`src/stm_pkg.sv`:
```
package stm_pkg;

  localparam logic [7:0] STM_OFS_CTRL0   = 8'h00;
  localparam logic [7:0] STM_OFS_CTRL1   = 8'h01;
  localparam logic [7:0] STM_OFS_CNT_LO  = 8'h02;
  localparam logic [7:0] STM_OFS_CNT_HI  = 8'h03;
  localparam logic [7:0] STM_OFS_CMPA_LO = 8'h04;
  localparam logic [7:0] STM_OFS_CMPA_HI = 8'h05;
  localparam logic [7:0] STM_OFS_STATUS  = 8'h06;

  localparam int STM_C0_PAUSE = 7;
  localparam int STM_C0_CKSEL = 4;
  localparam int STM_C0_ON    = 3;

  localparam logic [7:0] STM_RST_CTRL0 = 8'h00;
  localparam logic [7:0] STM_RST_CTRL1 = 8'h00;
  localparam logic [9:0] STM_RST_CMPA  = 10'h000;
  localparam logic [9:0] STM_CNT_MAX   = 10'h3FF;

  localparam logic [1:0] STM_MODE_CMP = 2'h0;
  localparam logic [1:0] STM_MODE_CAP = 2'h1;
  localparam logic [1:0] STM_MODE_PWM = 2'h2;
  localparam logic [1:0] STM_MODE_TMR = 2'h3;

  localparam logic [1:0] STM_PF_INACT = 2'h0;
  localparam logic [1:0] STM_PF_ACT   = 2'h1;
  localparam logic [1:0] STM_PF_PWM   = 2'h2;
  localparam logic [1:0] STM_PF_PULSE = 2'h3;

  localparam logic [1:0] STM_PF_NOCHG  = 2'h0;
  localparam logic [1:0] STM_PF_LOW    = 2'h1;
  localparam logic [1:0] STM_PF_HIGH   = 2'h2;
  localparam logic [1:0] STM_PF_TOGGLE = 2'h3;

  localparam int STM_SYS_DIV4_CNT = 4;
  localparam int STM_H_DIV16_CNT  = 16;
  localparam int STM_H_DIV64_CNT  = 64;

  typedef enum logic [1:0] {
    STM_OP_CMP,
    STM_OP_TMR,
    STM_OP_PWM,
    STM_OP_PULSE
  } stm_op_e;

  typedef struct packed {
    logic [7:0] addr;
    logic [7:0] wdata;
    logic       wr;
    logic       rd;
  } stm_bus_s;

  typedef struct packed {
    logic [1:0] mode_sel;
    logic [1:0] pin_func;
    logic       output_level_ctrl;
    logic       output_invert;
    logic       duty_period_swap;
    logic       clear_select;
  } stm_ctrl1_s;

endpackage

```
`src/stm_timer.sv`:
```
// Notes on behaviour
// Mode field picks compare, timer, PWM; PWM with pulse pin function is pulse
// Clear-select low: clear on P or overflow
// Clear-select high: clear on A, no P flag
// Compare-A zero: overflow at 3FF, no A flag
// Only A matches change the output pin
// A match sets, clears or toggles pin
// Counter-on rise loads initial pin level
// Timer mode counts like compare, no pin
// PWM ignores clear-select; swap bit picks roles
// Period code gives 128 times code, 0 is 1024
// Duty at or above period gives full duty
// PWM raises A and P flags
// PWM polarity, forced level and invert bits
// PWM counting continues while level forced
// Pulse starts on counter-on rise or pin edge
// Pulse ends when counter-on clears
// A match stops counter in pulse mode
// Software keeps counter-on high during pulse
// Counter high byte shows bits 9 and 8
// Compare-A readable and writable in two bytes
// Counter-on rise zeroes count; fall holds it
// Pause holds count; release resumes
// Comparator P looks at counter bits 9 to 7
// Pulse A match clears counter-on, raises event
// Counter counts ticks, wraps from 3FF to zero
`timescale 1ns/100ps
module stm_timer
  import stm_pkg::*;
(
  // Clock and reset
  input  wire logic       clk_i,
  input  wire logic       rst_n_i,
  // Register port
  input  wire logic [7:0] addr_i,
  input  wire logic [7:0] wdata_i,
  input  wire logic       wr_i,
  input  wire logic       rd_i,
  output logic      [7:0] rdata_o,
  // Other clock ticks
  input  wire logic       tick_h_i,
  input  wire logic       tick_tbc_i,
  // Pins
  input  wire logic       ext_clock_pin_i,
  output logic            timer_out_o,
  output logic            timer_out_en_o,
  // Events
  output logic            match_a_flag_o,
  output logic            match_p_flag_o
);

  stm_bus_s   bus;
  stm_ctrl1_s c1;
  stm_op_e    op;

  logic [7:0] ctrl0_ff;
  logic [7:0] ctrl1_ff;
  logic [9:0] cmpa_ff;
  logic [9:0] cnt_ff;
  logic [9:0] nxt_cnt;
  logic       on_ff;
  logic       on_prev_ff;
  logic       pin_ff;
  logic       pwm_ff;
  logic       flag_a_ff;
  logic       flag_p_ff;
  logic       sync1_ff;
  logic       sync2_ff;
  logic       pin_prev_ff;
  logic [1:0] div4_ff;
  logic [3:0] div16_ff;
  logic [5:0] div64_ff;
  logic [7:0] rdata_ff;
  logic       out_ff;
  logic       out_en_ff;

  logic       tick;
  logic       pin_rise;
  logic       pin_fall;
  logic       on_rise;
  logic       run;
  logic       last;
  logic       match_a;
  logic       match_p;
  logic       clr_cnt;
  logic       raise_a;
  logic       raise_p;
  logic [9:0] duty;
  logic       duty_full;
  logic       wr_on;

  assign bus = '{addr: addr_i, wdata: wdata_i, wr: wr_i, rd: rd_i};
  assign c1  = stm_ctrl1_s'(ctrl1_ff);

  // Mode decode
  // mode decode
  always_comb begin
    unique case (c1.mode_sel)
      STM_MODE_CMP: op = STM_OP_CMP;
      STM_MODE_PWM: op = (c1.pin_func == STM_PF_PULSE) ? STM_OP_PULSE : STM_OP_PWM;
      default:      op = STM_OP_TMR;
    endcase
  end

  // External pin synchroniser and edges
  always_ff @(posedge clk_i or negedge rst_n_i) begin
    if (!rst_n_i) begin
      sync1_ff    <= 1'b0;
      sync2_ff    <= 1'b0;
      pin_prev_ff <= 1'b0;
    end else begin
      sync1_ff    <= ext_clock_pin_i;
      sync2_ff    <= sync1_ff;
      pin_prev_ff <= sync2_ff;
    end
  end
  assign pin_rise = sync2_ff & ~pin_prev_ff;
  assign pin_fall = ~sync2_ff & pin_prev_ff;

  // Internal dividers
  always_ff @(posedge clk_i or negedge rst_n_i) begin
    if (!rst_n_i) begin
      div4_ff  <= '0;
      div16_ff <= '0;
      div64_ff <= '0;
    end else begin
      div4_ff <= div4_ff + 2'h1;
      if (tick_h_i) begin
        div16_ff <= div16_ff + 4'h1;
        div64_ff <= div64_ff + 6'h01;
      end
    end
  end

  // Clock source select
  always_comb begin
    unique case (ctrl0_ff[STM_C0_CKSEL +: 3])
      3'h0: tick = (div4_ff == 2'(STM_SYS_DIV4_CNT - 1));
      3'h1: tick = 1'b1;
      3'h2: tick = tick_h_i && (div16_ff == 4'(STM_H_DIV16_CNT - 1));
      3'h3: tick = tick_h_i && (div64_ff == 6'(STM_H_DIV64_CNT - 1));
      3'h4: tick = tick_tbc_i;
      3'h5: tick = tick_tbc_i;
      3'h6: tick = pin_rise;
      default: tick = pin_fall;
    endcase
  end

  // Comparators
  // top bits compare
  // last count of period
  assign match_p = run && (3'(cnt_ff[9:7] + 3'h1) == ctrl0_ff[2:0]) && (cnt_ff[6:0] == 7'h7F);
  assign match_a = run && (cnt_ff == cmpa_ff);
  assign last    = run && (cnt_ff == STM_CNT_MAX);
  assign run     = on_ff && !ctrl0_ff[STM_C0_PAUSE] && tick;

  // Clear and flag selection
  always_comb begin
    clr_cnt = 1'b0;
    raise_a = 1'b0;
    raise_p = 1'b0;
    unique case (op)
      STM_OP_CMP, STM_OP_TMR: begin
        // timer shares compare counting
        if (c1.clear_select) begin
          // clear on A or overflow
          // zero compare never flags
          raise_a = match_a && (cmpa_ff != 10'h000);
          clr_cnt = raise_a;
        end else begin
          // clear on P or overflow
          raise_a = match_a && (cmpa_ff != 10'h000);
          raise_p = match_p;
          clr_cnt = match_p;
        end
      end
      STM_OP_PWM: begin
        // swap bit chooses period
        // both flags in PWM
        raise_a = match_a;
        raise_p = match_p;
        clr_cnt = c1.duty_period_swap ? match_a : match_p;
      end
      STM_OP_PULSE: begin
        // A match stops
        raise_a = match_a;
      end
    endcase
  end

  // Counter
  // tick count and wrap
  always_comb begin
    nxt_cnt = cnt_ff;
    if (clr_cnt || last) begin
      nxt_cnt = '0;
    end else if (run) begin
      nxt_cnt = cnt_ff + 10'h001;
    end
  end

  // rise zeroes, fall holds
  // pause holds count
  always_ff @(posedge clk_i or negedge rst_n_i) begin
    if (!rst_n_i) begin
      cnt_ff <= '0;
    end else if (on_rise) begin
      cnt_ff <= '0;
    end else if (!(op == STM_OP_PULSE && raise_a)) begin
      cnt_ff <= nxt_cnt;
    end
  end

  // Counter-on bit with its triggers
  assign wr_on   = bus.wr && (bus.addr == STM_OFS_CTRL0);
  assign on_rise = on_ff && !on_prev_ff;
  always_ff @(posedge clk_i or negedge rst_n_i) begin
    if (!rst_n_i) begin
      on_ff      <= 1'b0;
      on_prev_ff <= 1'b0;
    end else begin
      on_prev_ff <= on_ff;
      if (op == STM_OP_PULSE && raise_a) begin
        // A match clears on
        on_ff <= 1'b0;
      end else if (wr_on) begin
        on_ff <= bus.wdata[STM_C0_ON];
      end else if (op == STM_OP_PULSE && !on_ff && (pin_rise || pin_fall)) begin
        // pin edge starts pulse
        on_ff <= 1'b1;
      end
    end
  end

  // Control and compare registers
  // compare-A byte writes
  always_ff @(posedge clk_i or negedge rst_n_i) begin
    if (!rst_n_i) begin
      ctrl0_ff <= STM_RST_CTRL0;
      ctrl1_ff <= STM_RST_CTRL1;
      cmpa_ff  <= STM_RST_CMPA;
    end else if (bus.wr) begin
      unique case (bus.addr)
        STM_OFS_CTRL0:   ctrl0_ff <= {bus.wdata[7:4], 1'b0, bus.wdata[2:0]};
        STM_OFS_CTRL1:   ctrl1_ff <= bus.wdata;
        STM_OFS_CMPA_LO: cmpa_ff[7:0] <= bus.wdata;
        STM_OFS_CMPA_HI: cmpa_ff[9:8] <= bus.wdata[1:0];
        default:         ;
      endcase
    end
  end

  // Match flags, set wins over clear
  always_ff @(posedge clk_i or negedge rst_n_i) begin
    if (!rst_n_i) begin
      flag_a_ff <= 1'b0;
      flag_p_ff <= 1'b0;
    end else begin
      if (raise_a) begin
        flag_a_ff <= 1'b1;
      end else if (bus.wr && bus.addr == STM_OFS_STATUS && bus.wdata[0]) begin
        flag_a_ff <= 1'b0;
      end
      if (raise_p) begin
        flag_p_ff <= 1'b1;
      end else if (bus.wr && bus.addr == STM_OFS_STATUS && bus.wdata[1]) begin
        flag_p_ff <= 1'b0;
      end
    end
  end

  // Compare output pin state
  // initial level load
  // A match only
  // pin function action
  always_ff @(posedge clk_i or negedge rst_n_i) begin
    if (!rst_n_i) begin
      pin_ff <= 1'b0;
    end else if (on_rise) begin
      pin_ff <= c1.output_level_ctrl;
    end else if (op == STM_OP_CMP && raise_a) begin
      unique case (c1.pin_func)
        STM_PF_LOW:    pin_ff <= 1'b0;
        STM_PF_HIGH:   pin_ff <= 1'b1;
        STM_PF_TOGGLE: pin_ff <= ~pin_ff;
        default:       pin_ff <= pin_ff;
      endcase
    end
  end

  // PWM duty tracking
  // period from code
  // full duty when duty too long
  assign duty      = c1.duty_period_swap ? {ctrl0_ff[2:0], 7'h00} : cmpa_ff;
  assign duty_full = c1.duty_period_swap
                   ? ((ctrl0_ff[2:0] == 3'h0) || ({ctrl0_ff[2:0], 7'h00} >= cmpa_ff))
                   : ((cmpa_ff >= {ctrl0_ff[2:0], 7'h00}) && (ctrl0_ff[2:0] != 3'h0));
  // waveform keeps running
  always_ff @(posedge clk_i or negedge rst_n_i) begin
    if (!rst_n_i) begin
      pwm_ff <= 1'b0;
    end else begin
      pwm_ff <= duty_full || (nxt_cnt < duty);
    end
  end

  // Output drive
  // polarity and forced levels
  // pulse ends with on low
  always_ff @(posedge clk_i or negedge rst_n_i) begin
    if (!rst_n_i) begin
      out_ff    <= 1'b0;
      out_en_ff <= 1'b0;
    end else begin
      out_en_ff <= (op != STM_OP_TMR);
      unique case (op)
        STM_OP_CMP:   out_ff <= pin_ff ^ c1.output_invert;
        STM_OP_PWM: begin
          unique case (c1.pin_func)
            STM_PF_INACT: out_ff <= ~c1.output_level_ctrl ^ c1.output_invert;
            STM_PF_ACT:   out_ff <= c1.output_level_ctrl ^ c1.output_invert;
            default:      out_ff <= ~(pwm_ff ^ c1.output_level_ctrl) ^ c1.output_invert;
          endcase
        end
        STM_OP_PULSE: out_ff <= ~(on_ff ^ c1.output_level_ctrl) ^ c1.output_invert;
        default:      out_ff <= 1'b0;
      endcase
    end
  end

  // Read port
  // high byte layout
  always_ff @(posedge clk_i or negedge rst_n_i) begin
    if (!rst_n_i) begin
      rdata_ff <= 8'h00;
    end else if (bus.rd) begin
      unique case (bus.addr)
        STM_OFS_CTRL0:   rdata_ff <= {ctrl0_ff[7:4], on_ff, ctrl0_ff[2:0]};
        STM_OFS_CTRL1:   rdata_ff <= ctrl1_ff;
        STM_OFS_CNT_LO:  rdata_ff <= cnt_ff[7:0];
        STM_OFS_CNT_HI:  rdata_ff <= {6'h00, cnt_ff[9:8]};
        STM_OFS_CMPA_LO: rdata_ff <= cmpa_ff[7:0];
        STM_OFS_CMPA_HI: rdata_ff <= {6'h00, cmpa_ff[9:8]};
        STM_OFS_STATUS:  rdata_ff <= {6'h00, flag_p_ff, flag_a_ff};
        default:         rdata_ff <= 8'h00;
      endcase
    end else begin
      rdata_ff <= 8'h00;
    end
  end

  assign rdata_o        = rdata_ff;
  assign timer_out_o    = out_ff;
  assign timer_out_en_o = out_en_ff;
  assign match_a_flag_o = flag_a_ff;
  assign match_p_flag_o = flag_p_ff;

endmodule

```
`config.mk`:
```
export PLATFORM = sky130hd
export DESIGN_NAME = stm_timer
export DESIGN_NICKNAME = d
export VERILOG_FILES = /design/src/stm_pkg.sv /design/src/stm_timer.sv
export SDC_FILE = /design/constraint.sdc
export NUM_CORES = 1
export LEC_CHECK = 0
export ABC_CLOCK_PERIOD_IN_PS = 9060
export BUFFER_PORTS_ARGS = -buffer_cell sky130_fd_sc_hd__buf_2
export CAP_MARGIN = 30
export CORE_MARGIN = 1.5
export CORE_UTILIZATION = 35
export DETAILED_ROUTE_END_ITERATION = 16
export PLACE_DENSITY = 0.62
export SLEW_MARGIN = 20
export SYNTH_ARGS = -nofsm -noshare
export SYNTH_HDL_FRONTEND = slang
export SYNTH_SLANG_ARGS = --single-unit
export TNS_END_PERCENT = 20
```
`constraint.sdc`:
```
create_clock -name clk_i -period 9.06 [get_ports clk_i]
set_input_delay 1.812 -clock clk_i [delete_from_list [all_inputs] [get_ports clk_i]]
set_output_delay 1.812 -clock clk_i [all_outputs]
set_load 0.05 [all_outputs]
```
==> flow_summary_export.csv <==
group,metric,value,unit
global_route,grtUsageMet2,27.0,%
yosys,syn_nets,448,
yosys,avgSynthCellArea,10.0,µm²
place,dp_cells,562,
sta,worst_pin_slew,0.809,ns
clocking,cts_made_buffers,9,
setup_path,regToRegStartpoint,"cnt_ff[6]",
setup_path,critPathArrivalTime,4.71,ns
power_and_ir_drop,p_leak,2.10,nW
final_layout,fin_cells,578,
power_and_ir_drop,power_density,196,nW/µm²
sta,drv_slew,0,
place,gp_congestion,0.872,
sta,maxSlewHeadroom,45.9,%
sta,hold_violations,0,
power_and_ir_drop,p_int,647,µW
power_and_ir_drop,p_sw_share,28.7,%
place,hpwl,7680,µm
setup_path,worst_path_max_delay_cell,"a2111oi_0",
yosys,synth.distinct_cells,64,
yosys,yosys_warnings,0,
setup_path,r2r-end,"pwm_ff",
drt,wl_per_cell,17.6,µm
clocking,clock_path_buffers,2,
clocking,clk_pin_slew,0.06,ns
clocking,cts-root-buf,"clkbuf_16",
hold_path,min-delay-start,"sync1_ff",
flow_run,max_cap_viol_count,0,
final_layout,area_growth,15.4,%
global_route,grt_use_met1,26.6,%
setup_path,critPathRequiredTime,9.32,ns
outcome,status,"completed",
power_and_ir_drop,p_clk_share,42.3,%
yosys,ys.flop_type,"dfrtp_1",
drt,totalWireLength,10200,µm
global_route,overflow,0,
drt,drt_first_pass_iters,5,
sta,fmax,0.225,GHz
yosys,netlist_area,4020,µm²
hold_path,hold_class,"flop to flop",
sta,grt_setup_unrepaired,"false",
power_and_ir_drop,seqPwrFrac,42.0,%
drt,antenna_left,0,
yosys,synth_top_area_share,41.1,%
die,num_rows,38,
sta,fin_crit_sh,49.1,%
final_layout,final_nets,479,
yosys,seq_area_frac_synth,41.1,%
yosys,async_reset_ff_share,100,%
power_and_ir_drop,max-vdd-ir-drop,118,µV
drt,via_count,3251,
power_and_ir_drop,p_comb_share,15.8,%
global_route,antenna_found_initial,0,
die,die_w,110,µm
global_route,grt_pass1_vias,3180,
sta,fin_crit,4.45,ns
setup_path,critPathMaxFanout,11,
clocking,cts.sinks,66,
sta,setup_violations,0,
setup_path,cp-start-kind,"input pin",
sta,fin_skew,0.00914,ns
clocking,cts_hold_buf,0,
clocking,post_cts_buffers,0,
final_layout,final_util,42.1,%
drt,drtIter0Drc,189,
clocking,cts.repair.resized,0,
sta,setup_tns,0,ns
final_layout,most-common-layout-cells,"dfrtp_1 (66), nor2_1 (49), buf_2 (34)",
clocking,htreeDepth,3,
power_and_ir_drop,p_total,908,µW
yosys,yosys.area.top_type,"dfrtp_1",
final_layout,n_antenna_cell,0,
die,initial_core_util,36.5,%
global_route,met3_usage,3.59,%
die,fp.dieH,110,µm
die,fp.coreArea,11000,µm²
setup_path,crit_type,"input pin to flop",
global_route,grt_max_degree,67,
die,die_area,12100,µm²
yosys,synthCells,402,
setup_path,rrSetupSlack,5.42,ns
setup_path,cp_cell_sequence,"buf_2 -> and3_1 -> a2111o_1 -> nand3_1 -> nor2_1 -> nand3_1 -> xor2_1 -> nor2_1 -> ha_1 -> a2111oi_0 -> o21ai_0 -> o2111ai_1 -> nand2_1 -> o22ai_1",
global_route,grt.busiest_layer,"met2",
setup_path,cp-startpoint,"tick_h_i",
setup_path,crit_end,"pwm_ff",
setup_path,cpPeakStageDelay,0.39,ns
final_layout,final_common_cell,"dfrtp_1",
die,pin_count,35,
yosys,ys_ff_latch,66,
yosys,synth_edf_count,0,
place,numPortBuffers,34,
global_route,grt_pass1_wl,16800,µm
power_and_ir_drop,p_sw,261,µW
sta,whs,0.351,ns
clocking,insertion_delay,0.34,ns
drt,vias_per_cell,5.62,
setup_path,end_kind,"flop",
yosys,synth.area.top_cells,"dfrtp_1 (41%), mux2_2 (7.6%), ha_1 (7.2%)",
global_route,track_usage,18.7,%
setup_path,reg2regPathDepth,12,
drt,drc,0,
clocking,cts_tree,"done",
final_layout,layout-drive-gt1-share,21.0,%
-- power groups by stage --
stage	Combinational [mW]	Clock [mW]	Sequential (mW)
3_3_place_gp	0.138	0	0.384
5_1_grt	0.162	0.403	0.387
2_1_floorplan	0.101	0	0.377
4_1_cts	0.145	0.390	0.380
6_report	0.143	0.384	0.381
3_5_place_dp	0.146	0	0.383
-- through the flow --
| step | instance area (µm²) | setup slack (ns) |
|---|---|---|
| finish | 4640 | 4.61 |
| global route | 4640 | 4.35 |
| CTS | 4640 | 4.62 |
| detailed placement | 4310 | 4.25 |
| global placement | 4310 | 4.41 |
| floorplan | 4020 | 4.74 |
-- cell families (layout without fill, tap and decap cells) --
family          after synthesis  after routing  synth area share [%]
simple gates                142            142                  18.1
compound gates               73             73                  13.2
flops                        66             66                  41.1
mux                          40             40                  10.8
xor+xnor                     31             31                  7.09
buf+inv                      27             63                  2.61
fa+ha+maj                    23             23                  7.16
-- cell usage after synthesis, types with 2 or more instances --
cell type and instances:
a2111oi_0 2, a21oi_1 19, a221oi_1 6, a22oi_1 2, a32oi_1 3, a41oi_1 2, and3_1 6, and4_1 2
buf_1 2, buf_2 3, clkbuf_1 10, dfrtp_1 66, ha_1 23, inv_1 12, mux2_2 27, mux2i_1 13
nand2_1 30, nand2b_1 9, nand3_1 9, nand4_1 6, nor2_1 49, nor2b_1 4, nor3_1 5, nor4_1 5
o211ai_1 4, o21a_1 2, o21ai_0 10, o22ai_1 3, o31ai_1 2, or3_1 3, or3_2 2, xnor2_1 15
xor2_1 15
-- registers in the layout, summed over array words and instances (netlist names) --
signal and cells:
cmpa_ff 10, cnt_ff 10, c1 8, rdata_o 8
ctrl0_ff 7, div64_ff 6, div16_ff 4, div4_ff 2
match_a_flag_o 1, match_p_flag_o 1, on_ff 1, on_prev_ff 1
pin_ff 1, pin_prev_ff 1, pwm_ff 1, sync1_ff 1
sync2_ff 1, timer_out_en_o 1, timer_out_o 1
-- metal layers --
metal	up-vias	wire length, µm
met2	135	4320
met3	38	673
li1	1517	-
met1	1561	4810
met4	0	387
met5	-	0
-- critical path: cells and delay by family --
kind / cells / cell delay [ns]
compound gates: 5 / 1.23
xor+xnor: 1 / 0.17
fa+ha+maj: 1 / 0.30
buf+inv: 1 / 0.16
simple gates: 6 / 1.02
-- cell type report --
type,count,area (µm²)
multi-input combinational,309,2260
inverter,12,45.0
fill,1073,6390
clock inverter,7,101
timing repair buffer,35,178
sequential,66,1650
clock buffer,9,225
tap,140,175
-- how the worst min path moves through the flow --
stage	to	cells past startpoint	slack, ns
after floorplan	sync2_ff	0	0.33
after global placement	sync2_ff	0	0.34
after detailed placement	sync2_ff	0	0.34
after CTS	sync2_ff	0	0.35
after global routing	sync2_ff	0	0.36
final	sync2_ff	0	0.35
(Power assumes the default switching activity.)
